File: src/shared/dtc_params.svh
/*
  Constants of the dual timer/counter: register indices, reset values,
  machine-cycle phasing.
  Assumes inclusion by bare name from the RTL (dtc_phase, dtc_core); the package does not include it.
*/
`ifndef DTC_PARAMS_SVH
`define DTC_PARAMS_SVH

// ****************************************
// Register indices (byte address = 4 x index)
// ****************************************
`define DTC_IDX_CTRL     10'h088
`define DTC_IDX_MODE     10'h089
`define DTC_IDX_STAT     10'h08A
`define DTC_IDX_MASK     10'h08B
`define DTC_IDX_CNT0     10'h08C
`define DTC_IDX_CNT1     10'h08D

// ****************************************
// Reset values
// ****************************************
`define DTC_RST_MODE     8'h00
`define DTC_RST_CTRL     2'h0
`define DTC_RST_CNT      16'h0000
`define DTC_RST_FLAG     2'h0

// ****************************************
// Machine cycle phasing, in core clocks
// ****************************************
`define DTC_MC_CLKS      12
`define DTC_PH_SAMPLE    4'h9
`define DTC_PH_UPDATE    4'h4

`endif

File: src/shared/dtc_pkg.sv
/*
  Types of the dual timer/counter.
  Needs no include file; dtc_params.svh is used by the RTL only.
*/
package dtc_pkg;

  // ****************************************
  // Count modes and per-timer configuration
  // ****************************************
  typedef enum logic [1:0] {
    DTC_M13  = 2'h0,
    DTC_M16  = 2'h1,
    DTC_M8R  = 2'h2,
    DTC_STOP = 2'h3
  } dtc_mode_t;

  typedef struct packed {
    logic      gate;
    logic      ctr;
    dtc_mode_t mode;
  } dtc_tcfg_t;

endpackage

File: src/rtl/dtc_phase.sv
/*
  Machine cycle sequencer: divides the core clock by twelve and marks the
  sample phase and the update phase with one-cycle enables.
  Assumes a single core clock and an asynchronous active-low reset.
*/
`timescale 1ns/1ns
`include "dtc_params.svh"

module dtc_phase (
  // Clock and reset
  input  wire logic pclk,
  input  wire logic presetn,
  // Phase enables
  output logic      sample_phase,
  output logic      update_phase
);

  logic [3:0] ph_ff;
  logic [3:0] nxt_ph;

  assign nxt_ph = (ph_ff == 4'(`DTC_MC_CLKS - 1)) ? 4'h0 : ph_ff + 4'h1;
  assign sample_phase = (ph_ff == `DTC_PH_SAMPLE);
  assign update_phase = (ph_ff == `DTC_PH_UPDATE);

  always_ff @(posedge pclk or negedge presetn) begin
    if (!presetn) begin
      ph_ff <= 4'h0;
    end else begin
      ph_ff <= nxt_ph;
    end
  end

endmodule

File: src/rtl/dtc_edge.sv
/*
  Event pin falling-edge detector, sampled once per machine cycle.
  Assumes the pin is synchronous to the core clock and each level is held
  for at least one machine cycle.
*/
`timescale 1ns/1ns

module dtc_edge (
  // Clock and reset
  input  wire logic pclk,
  input  wire logic presetn,
  // Sampling
  input  wire logic sample_phase,
  input  wire logic pin,
  // Result, held one machine cycle
  output logic      fall_seen
);

  logic prev_ff;
  logic fall_ff;

  assign fall_seen = fall_ff;

  always_ff @(posedge pclk or negedge presetn) begin
    if (!presetn) begin
      prev_ff <= 1'b0;
      fall_ff <= 1'b0;
    end else if (sample_phase) begin
      prev_ff <= pin;
      fall_ff <= prev_ff & ~pin;
    end
  end

endmodule

File: src/rtl/dtc_core.sv
/*
  Two 16-bit timer/counters with a shared mode register, APB slave,
  overflow status with mask and one interrupt line.
  Assumes APB signals and event/interrupt pins synchronous to pclk.
*/
// The implementer's own choice: the APB slave port.
`timescale 1ns/1ns
`include "dtc_params.svh"

module dtc_core
  import dtc_pkg::*;
(
  // Clock and reset
  input  wire logic        pclk,
  input  wire logic        presetn,
  // APB slave
  input  wire logic        psel,
  input  wire logic        penable,
  input  wire logic        pwrite,
  input  wire logic [11:0] paddr,
  input  wire logic [31:0] pwdata,
  output logic      [31:0] prdata,
  output logic             pready,
  output logic             pslverr,
  // Event and gate pins
  input  wire logic        event_input_0,
  input  wire logic        event_input_1,
  input  wire logic        ext_irq_pin_0,
  input  wire logic        ext_irq_pin_1,
  // Interrupt
  output logic             irq
);

  // ****************************************
  // Functions
  // ****************************************
  function automatic logic dtc_hit(input logic [11:0] a,
                                   input logic [9:0]  idx);
    dtc_hit = (a[11:2] == idx) && (a[1:0] == 2'h0);
  endfunction

  // Returns {overflow, next count} for one count step
  function automatic logic [16:0] dtc_step(input dtc_mode_t   m,
                                           input logic [15:0] c);
    logic [5:0] pre;
    logic [8:0] hi;
    logic [8:0] lo;
    pre = {1'b0, c[4:0]} + 6'h01;
    hi  = {1'b0, c[15:8]} + {8'h00, pre[5]};
    lo  = {1'b0, c[7:0]} + 9'h001;
    dtc_step = {1'b0, c};
    case (m)
      DTC_M13: begin
        dtc_step = {hi[8], hi[7:0], c[7:5], pre[4:0]};
      end
      DTC_M16: begin
        dtc_step = {1'b0, c} + 17'h00001;
      end
      DTC_M8R: begin
        dtc_step = lo[8] ? {1'b1, c[15:8], c[15:8]}
                         : {1'b0, c[15:8], lo[7:0]};
      end
      default: begin
        dtc_step = {1'b0, c};
      end
    endcase
  endfunction

  // ****************************************
  // Registers and wires
  // ****************************************
  logic [7:0]  mode_ff;
  logic [1:0]  ctrl_ff;
  logic [1:0]  stat_ff;
  logic [1:0]  mask_ff;
  logic [15:0] cnt0_ff;
  logic [15:0] cnt1_ff;
  logic [31:0] rdata_ff;

  logic [7:0]  nxt_mode;
  logic [1:0]  nxt_ctrl;
  logic [1:0]  nxt_stat;
  logic [1:0]  nxt_mask;
  logic [15:0] nxt_cnt0;
  logic [15:0] nxt_cnt1;
  logic [31:0] nxt_rdata;

  logic        smp;
  logic        upd;
  logic        fall0;
  logic        fall1;

  dtc_tcfg_t   cfg0;
  dtc_tcfg_t   cfg1;

  // ****************************************
  // Machine cycle and edge detection
  // ****************************************
  // twelve clock cycle
  dtc_phase u_phase (
    .pclk         (pclk),
    .presetn      (presetn),
    .sample_phase (smp),
    .update_phase (upd)
  );

  dtc_edge u_edge0 (
    .pclk         (pclk),
    .presetn      (presetn),
    .sample_phase (smp),
    .pin          (event_input_0),
    .fall_seen    (fall0)
  );

  dtc_edge u_edge1 (
    .pclk         (pclk),
    .presetn      (presetn),
    .sample_phase (smp),
    .pin          (event_input_1),
    .fall_seen    (fall1)
  );

  // ****************************************
  // APB decode
  // ****************************************
  wire setup    = psel & ~penable;
  wire access   = psel & penable;
  wire hit_ctrl = dtc_hit(paddr, `DTC_IDX_CTRL);
  wire hit_mode = dtc_hit(paddr, `DTC_IDX_MODE);
  wire hit_stat = dtc_hit(paddr, `DTC_IDX_STAT);
  wire hit_mask = dtc_hit(paddr, `DTC_IDX_MASK);
  wire hit_cnt0 = dtc_hit(paddr, `DTC_IDX_CNT0);
  wire hit_cnt1 = dtc_hit(paddr, `DTC_IDX_CNT1);
  wire hit_any  = hit_ctrl | hit_mode | hit_stat | hit_mask
                | hit_cnt0 | hit_cnt1;
  wire wr       = access & pwrite & hit_any;
  wire wr_cnt0  = wr & hit_cnt0;
  wire wr_cnt1  = wr & hit_cnt1;

  assign pready  = 1'b1;
  assign pslverr = access & ~hit_any;
  assign prdata  = rdata_ff;

  // Read data is captured in the setup cycle, ready in the access cycle
  assign nxt_rdata = !setup   ? rdata_ff
                   : hit_ctrl ? {30'h0, ctrl_ff}
                   : hit_mode ? {24'h0, mode_ff}
                   : hit_stat ? {30'h0, stat_ff}
                   : hit_mask ? {30'h0, mask_ff}
                   : hit_cnt0 ? {16'h0, cnt0_ff}
                   : hit_cnt1 ? {16'h0, cnt1_ff}
                   : 32'h00000000;

  // ****************************************
  // Configuration
  // ****************************************
  // mode, control and mask register writes
  assign nxt_mode = (wr & hit_mode) ? pwdata[7:0] : mode_ff;
  assign nxt_ctrl = (wr & hit_ctrl) ? pwdata[1:0] : ctrl_ff;
  assign nxt_mask = (wr & hit_mask) ? pwdata[1:0] : mask_ff;

  assign cfg0 = dtc_tcfg_t'(mode_ff[3:0]);
  assign cfg1 = dtc_tcfg_t'(mode_ff[7:4]);

  // ****************************************
  // Count engines
  // ****************************************
  // gate qualification
  wire run0 = ctrl_ff[0] & (~cfg0.gate | ext_irq_pin_0);
  wire run1 = ctrl_ff[1] & (~cfg1.gate | ext_irq_pin_1);

  wire tick0 = upd & run0 & (cfg0.ctr ? fall0 : 1'b1);
  wire tick1 = upd & run1 & (cfg1.ctr ? fall1 : 1'b1);

  wire [16:0] step0 = dtc_step(cfg0.mode, cnt0_ff);
  wire [16:0] step1 = dtc_step(cfg1.mode, cnt1_ff);

  assign nxt_cnt0 = wr_cnt0 ? pwdata[15:0]
                  : tick0   ? step0[15:0]
                  : cnt0_ff;
  assign nxt_cnt1 = wr_cnt1 ? pwdata[15:0]
                  : tick1   ? step1[15:0]
                  : cnt1_ff;

  wire ovf0 = tick0 & step0[16] & ~wr_cnt0;
  wire ovf1 = tick1 & step1[16] & ~wr_cnt1;

  // ****************************************
  // Status and interrupt
  // ****************************************
  // sticky flags, set wins over clear
  wire [1:0] clr = (wr & hit_stat) ? pwdata[1:0] : 2'h0;
  assign nxt_stat = (stat_ff & ~clr) | {ovf1, ovf0};
  assign irq      = |(stat_ff & mask_ff);

  // ****************************************
  // Flip-flops
  // ****************************************
  always_ff @(posedge pclk or negedge presetn) begin
    if (!presetn) begin
      mode_ff  <= `DTC_RST_MODE;
      ctrl_ff  <= `DTC_RST_CTRL;
      stat_ff  <= `DTC_RST_FLAG;
      mask_ff  <= `DTC_RST_FLAG;
      rdata_ff <= 32'h00000000;
    end else begin
      mode_ff  <= nxt_mode;
      ctrl_ff  <= nxt_ctrl;
      stat_ff  <= nxt_stat;
      mask_ff  <= nxt_mask;
      rdata_ff <= nxt_rdata;
    end
  end

  always_ff @(posedge pclk or negedge presetn) begin
    if (!presetn) begin
      cnt0_ff <= `DTC_RST_CNT;
      cnt1_ff <= `DTC_RST_CNT;
    end else begin
      cnt0_ff <= nxt_cnt0;
      cnt1_ff <= nxt_cnt1;
    end
  end
endmodule

File: config.mk
export PLATFORM = sky130hd
export DESIGN_NAME = dtc_core
export DESIGN_NICKNAME = d
export VERILOG_FILES = /design/src/shared/dtc_pkg.sv /design/src/rtl/dtc_phase.sv /design/src/rtl/dtc_edge.sv /design/src/rtl/dtc_core.sv
export VERILOG_INCLUDE_DIRS = /design/src /design/src/shared
export SDC_FILE = /design/constraint.sdc
export NUM_CORES = 1
export LEC_CHECK = 0
export ABC_AREA = 1
export BUFFER_PORTS_ARGS = -buffer_cell sky130_fd_sc_hd__buf_2
export CAP_MARGIN = 20
export CORE_ASPECT_RATIO = 0.9
export CORE_UTILIZATION = 35
export CTS_CLUSTER_SIZE = 20
export DETAILED_ROUTE_END_ITERATION = 8
export SLEW_MARGIN = 0
export SYNTH_ARGS = -nofsm -noshare
export SYNTH_HDL_FRONTEND = slang
export SYNTH_HIERARCHICAL = 1
export SYNTH_SLANG_ARGS = --single-unit
export TNS_END_PERCENT = 100
File: constraint.sdc
create_clock -name pclk -period 5.6 [get_ports pclk]
set_input_delay 0.28 -clock pclk [delete_from_list [all_inputs] [get_ports pclk]]
set_output_delay 0.28 -clock pclk [all_outputs]
set_load 0.05 [all_outputs]
==> results.toml, run 1 <==
[cells_and_area]
layout_common_cells = "nand2_1 (255), inv_1 (95), nand3_1 (92)"
nNetsFinal = 937
post-route-util_pct = 40.7
stdcell_count = 1074
final_common_cell = "nand2_1"
antenna_cells = 0
regArea_um2 = 1750
final.fill_count = 1653
syn_to_final_growth_pct = 12.1
drive_gt1_share_pct = 13.0
multi_input_area_um2 = 3100

[global_routing]
grt_use_total_pct = 21.2
grt-ovfl-total = 0
grt_pass1_vias = 4937
grt_max_degree = 71
grt_pass1_wl_um = 26000
antenna_found_initial = 0

[power]
switching_share_pct = 24.8
intPower_mw = 0.926
p_sw_mw = 0.305
peakVddDrop_mv = 0.156
power_frac_comb_pct = 7.4
leakage_nw = 2.98
power.density_nw_per_um2 = 203
seqPwrFrac_pct = 41.5
power_frac_clock_pct = 51.1

[sta]
tightest_slew_ns = 0.990
fin_skew_ns = 0.00778
period_share_pct = 46.7
rsz0062_at_grt = "false"
fin_crit_ns = 2.61
hold_viol_final = 0
tns_ns = 0
final_max_slew_viol_count = 0
setup_viol = 0
clock.fmax_mhz = 383
slew_headroom_pct = 33.6

[clock_tree]
clk_latency_ns = 0.35
cts_setup_buffers = 0
cts-root-buf = "clkbuf_16"
cts.sinks = 70
hold_buffers = 0
cts.path.max_buffers = 2
cts_resized = 0
cts_tree = "built"
cts_max_level = 3
cts.clk_slew.worst_paths_ns = 0.06
cts_buffers = 9

[placed_design]
place_congestion = 0.921
dp.cells = 1058
portBuffers = 54
dp_hpwl_um = 12300

[drt]
drc = 0
viasPerCell = 5.04
post_drt_wl_per_cell_um = 15.0
drt.antenna.violating_nets = 0
first_iter_violations = 544
wirelength_um = 16100
dr.pass1.iters = 5
vias = 5411

[worst_setup_path]
end_kind = "flop"
arrival_ns = 2.90
worstSetupPathType = "flop to flop"
crit_slowest_cell = "nand3_1"
slowest_delay_ns = 0.49
start_kind = "flop"
crit_chain = "inv_1 > ha_1 > nand2_1 > nor2_1 > nand2_1 > a211oi_2 > nand3_1 > nor2_2 > nand2_1 > nand3_1"
crit_top_cell = "nand2_1"
reg2reg_depth = 10
required_ns = 5.88
cp_max_fo = 9

[floorplanning]
top_level_ports = 88
initial_core_util_pct = 36.3
core_area_um2 = 14900
rows = 42
die_width_um = 133
fp.dieH_um = 120
dieArea_um2 = 16000

[synth]
syn-cell-area_um2 = 5420
ys_warn_count = 6
yosys_register_bits = 70
syn_inst = 829
ys_types = 41
avgSynthCellArea_um2 = 6.54
ys_seq_area_share_pct = 32.3

[outcome]
status = "complete, no violations"

[job]
drv_cap = 0

[hold_path]
hp-class = "input pin to async pin"
==> synthesized netlist by cell type <==
library cell,n,area [µm²]
o2111ai_1,1,8.76
buf_2,4,20.0
nor2_2,9,56.3
nor2_1,56,210
o21a_1,2,15.0
nand2_2,4,25.0
o21ai_1,8,40.0
buf_6,3,33.8
xor2_1,4,35.0
a22o_1,2,17.5
nor2_4,1,11.3
a21o_1,1,7.51
inv_1,95,357
nand3b_1,1,7.51
conb_1,2,7.51
or2_2,9,56.3
o31ai_2,1,12.5
nand3_4,2,35.0
xnor2_1,1,8.76
o21ai_2,8,70.1
dfrtp_1,70,1750
o21ai_0,83,415
nor3_1,7,35.0
a21boi_0,2,15.0
and2_1,1,6.26
o221ai_1,1,8.76
nand4_1,28,175
o22ai_1,3,18.8
nor3b_1,1,7.51
clkbuf_1,11,41.3
inv_2,6,22.5
ha_1,13,163
nand3_2,1,10.0
a211oi_2,1,12.5
nor3_2,1,10.0
nand3_1,92,460
a21oi_1,11,55.1
nor3_4,1,16.3
nand2_1,255,957
o211ai_1,7,52.6
buf_4,20,150
==> cell families after synthesis <==
kind of cell             synth area share (%)
AO/OA/AOI/OAI                            13.8
adder cells (fa/ha/maj)                  3.00
buffers and inverters                    11.5
flip-flops                               32.3
AND/OR/NAND/NOR                          38.4
XOR/XNOR                                0.808
other                                   0.139
==> cell type report <==
cell class | instances | share of cell area, %
sequential | 70 | 28.8
clock inverter | 6 | 1.40
timing repair buffer | 54 | 4.49
tap | 198 | 4.08
inverter | 101 | 6.24
clock buffer | 10 | 3.93
multi-input combinational | 635 | 51.0
==> power groups by stage <==
stage | sequential (mW) | combinational, mW | clock [mW]
after floorplan | 0.522 | 0.0605 | 0
after global placement | 0.520 | 0.0919 | 0
after detailed placement | 0.520 | 0.0923 | 0
after CTS | 0.510 | 0.0925 | 0.642
after global routing | 0.510 | 0.100 | 0.662
final | 0.511 | 0.0913 | 0.629
==> registers in the layout, summed over array words and instances, names as in the netlist, 2 cells and up <==
register,cells
ctrl_ff,2
prdata,16
mask_ff,2
cnt1_ff,16
mode_ff,8
u_phase/ph_ff,4
cnt0_ff,16
stat_ff,2
==> worst max-delay path: cells and delay by family (launching register included) <==
family                   cells  cell delay, ns
AO/OA/AOI/OAI                1            0.45
adder cells (fa/ha/maj)      1            0.16
buffers and inverters        1            0.09
flip-flops                   1            0.41
AND/OR/NAND/NOR              7            1.45
==> path summary, 6_finish.rpt <==
path,startpoint,endpoint,slack [ns]
worst max-delay path,u_phase/ph_ff[0],cnt0_ff[11],2.99
worst min-delay path,presetn,cnt1_ff[15],0.08
worst max register to register,u_phase/ph_ff[0],cnt0_ff[11],2.99
worst min register to register,u_edge0/prev_ff,u_edge0/prev_ff,0.47
max in group asynchronous,presetn,stat_ff[0],4.93
min in group pclk,event_input_1,u_edge1/prev_ff,0.15
==> metrics by stage <==
step / power [mW] / hold WS (ns) / instance area, µm² / setup slack [ns]
floorplan: 0.583 / -0.0156 / 5480 / 3.74
global placement: 0.612 / 0.455 / 5750 / 2.67
detailed placement: 0.612 / 0.463 / 5750 / 2.67
CTS: 1.24 / 0.122 / 6070 / 2.98
global route: 1.27 / 0.161 / 6070 / 2.63
finish: 1.23 / 0.0777 / 6070 / 2.99
==> per-layer routing <==
metal	part of all wire, %	vias to the layer above	GRT usage, %
met2	45	154	33.1
li1	-	2761	-
met5	0	-	0
met1	47	2480	30.0
met3	7.2	16	4.27
met4	1.2	0	5.18
(Power assumes the default switching activity.)
==> run 2, diff against run 1 <==
--- a/config.mk
+++ b/config.mk
@@ -6,7 +6,7 @@
 export SDC_FILE = /design/constraint.sdc
 export NUM_CORES = 1
 export LEC_CHECK = 0
-export ABC_AREA = 1
+export ABC_AREA = 0
 export BUFFER_PORTS_ARGS = -buffer_cell sky130_fd_sc_hd__buf_2
 export CAP_MARGIN = 20
 export CORE_ASPECT_RATIO = 0.9
==> constraint.sdc (replaced) <==
create_clock -name pclk -period 2.59 [get_ports pclk]
set_input_delay 0.1295 -clock pclk [delete_from_list [all_inputs] [get_ports pclk]]
set_output_delay 0.1295 -clock pclk [all_outputs]
set_load 0.05 [all_outputs]
==> run 2 against run 1 <==
The flow now finishes with violations (negative hold slack); critical path type unchanged; sequential power rose by 120%; first-iteration DRC count fell by 47%; utilization rose by 1.7 points; global-route usage fell by 0.094 points; hold slack got worse by 0.097 ns; final cell count fell by 28%; sequential share of layout area rose by 3.3 points; routed wire length fell by 15%; register-to-register slack got worse by 2.8 ns; clock-buffer cell count rose by 1; non-clock buffer count rose by 22; combinational power rose by 83%.
==> results.toml, run 2 <==
[floorplanning]
rows = 39
top_level_ports = 88
core_area_um2 = 12900
die_width_um = 124
dieArea_um2 = 13900
initial_core_util_pct = 36.5
fp.dieH_um = 112

[worst_setup_path]
start_kind = "flop"
slowest_delay_ns = 0.64
arrival_ns = 2.64
critPathCapture = "cnt0_ff[4]"
regToRegEndpoint = "cnt0_ff[4]"
path_delay_family = "simple AND/OR/NAND/NOR gates"
regToRegStartpoint = "u_phase/ph_ff[0]"
end_kind = "flop"
worstSetupPathType = "flop to flop"
crit_chain = "inv_1 > ha_1 > nand2_1 > nor2_1 > and2_1 > nand3_1 > or4_1 > nor3_1 > a221o_1"
r2r_setup_slack_ns = 0.21
critical_path_depth = 9
crit_slowest_cell = "or4_1"
reg2reg_depth = 9
cp_max_fo = 7
critPathLaunch = "u_phase/ph_ff[0]"
required_ns = 2.86
path_buf_inv = 1

[power]
peakVddDrop_mv = 0.281
leakage_nw = 2.32
power.density_nw_per_um2 = 464

[sta]
fin_crit_ns = 2.38
slew_headroom_pct = 38.5
period_share_pct = 91.7
final_max_slew_viol_count = 0
tns_ns = 0
clock.fmax_mhz = 421
rsz0062_at_grt = "false"
setup_viol = 0
whs_ns = -0.0190
fin_skew_ns = 0.00823
setup_ws_ns = 0.215
hold_viol_final = 8
tightest_slew_ns = 0.923

[outcome]
violations = "negative hold slack"
status = "finished with violations"

[drt]
drt.antenna.violating_nets = 0
first_iter_violations = 290
viasPerCell = 5.73
vias = 4430
post_drt_wl_per_cell_um = 17.8
dr.pass1.iters = 5
drc = 0
wirelength_um = 13800

[synth]
synth_commonest_cells = "dfrtp_1 (70), nand2_1 (65), o21ai_0 (48), nor2_1 (41), a21oi_1 (31)"
yosysTopAreaCellShare_pct = 37.3
ys_seq_area_share_pct = 37.3
synth_ff_type = "dfrtp_1"
yosysMostFrequentCell = "dfrtp_1"
ys_top_cells_by_area = "dfrtp_1 (37%), nand2_1 (5.2%), o21ai_0 (5.1%)"
yosys.area.top_type = "dfrtp_1"
synth_edf_count = 0
avgSynthCellArea_um2 = 8.57
ys_types = 65
async_flop_share_pct = 100
syn_inst = 548
syn-cell-area_um2 = 4700
ys_warn_count = 6
yosys_register_bits = 70

[clock_tree]
cts_buffers = 9
cts.clk_slew.worst_paths_ns = 0.06
clk_latency_ns = 0.33
hold_buffers = 0
cts_setup_buffers = 0
cts_max_level = 3
cts.path.max_buffers = 2
cts-root-buf = "clkbuf_16"
cts_tree = "built"
cts.sinks = 70
cts_resized = 0

[cells_and_area]
drive_gt1_share_pct = 18.1
fin_area_um2 = 5460
layout_common_cells = "dfrtp_1 (70), nand2_1 (65), buf_2 (54)"
regArea_um2 = 1750
final_common_cell = "dfrtp_1"
nNetsFinal = 670
syn_to_final_growth_pct = 16.2
antenna_cells = 0
final.fill_count = 1339
multi_input_area_um2 = 2710

[global_routing]
grt_max_degree = 71
grt_pass1_wl_um = 22900
grt_use_total_pct = 21.1
grt-ovfl-total = 0
antenna_found_initial = 0
grt_pass1_vias = 4360

[placed_design]
place_congestion = 0.891
post-place-ws_ns = 0.290
placed_cell_area_um2 = 5160
portBuffers = 54
dp_hpwl_um = 10300

[hold_path]
hp-class = "input pin to async pin"

[job]
drv_cap = 0
## run 2: area by class of cell
type	count	share of cell area, %
multi-input cells	433	49.7
clock inverters	5	1.08
repair buffers	76	7.98
clock buffers	11	4.45
inverters	14	0.963
well taps	164	3.76
flip-flops and latches	70	32.1
## run 2: cell families after synthesis
kind of cell / after synthesis / synth area share, %
adders and majority gates: 13 / 3.46
and+or+nand+nor: 202 / 21.4
xor gates and xnor gates: 18 / 3.36
muxes: 17 / 4.13
other: 2 / 0.160
DFF: 70 / 37.3
buffers and inverters: 60 / 6.26
AOI/OAI and AO/OA: 166 / 23.9
## run 2: through the flow
step | std cells | total power [mW] | hold WS (ns) | util (%)
after detailed placement | 757 | 1.29 | 0.379 | 40.0
after global placement | 757 | 1.29 | 0.374 | 40.0
final | 773 | 2.53 | -0.0190 | 42.4
after floorplan | 563 | 1.23 | -0.166 | -
after CTS | 773 | 2.55 | 0.0353 | 42.4
after global routing | 773 | 2.62 | 0.0423 | 42.4
## run 2: worst min-delay path by stage
stage	start	endpoint	slack (ns)
CTS	pwdata[10]	cnt1_ff[10]	0.04
detailed placement	event_input_0	u_edge0/prev_ff	0.38
global placement	event_input_0	u_edge0/prev_ff	0.37
global route	event_input_1	u_edge1/prev_ff	0.04
floorplan	presetn	cnt0_ff[0]	-0.17
finish	presetn	cnt0_ff[8]	-0.02
## run 2: metal layers
layer  global-route usage, %  vias up  wire length, µm
met1                    31.5     2167             6560
li1                        -     2104                -
met5                       0        -                0
met2                    30.3      137             6150
met4                    7.94        0              365
met3                    3.38       22              706
## run 2: power breakdown
| group | internal (mW) | switching (mW) |
|---|---|---|
| combinational | 0.0373 | 0.130 |
| clock | 0.773 | 0.493 |
| sequential | 1.10 | 0.00413 |
| total | 1.91 | 0.627 |
## run 2: worst register-to-register path: stages, from the launching register on
cell,delay (ns)
dfrtp_1,0.43
inv_1,0.08
ha_1,0.15
nand2_1,0.05
nor2_1,0.13
and2_1,0.17
nand3_1,0.25
or4_1,0.64
nor3_1,0.26
a221o_1,0.14
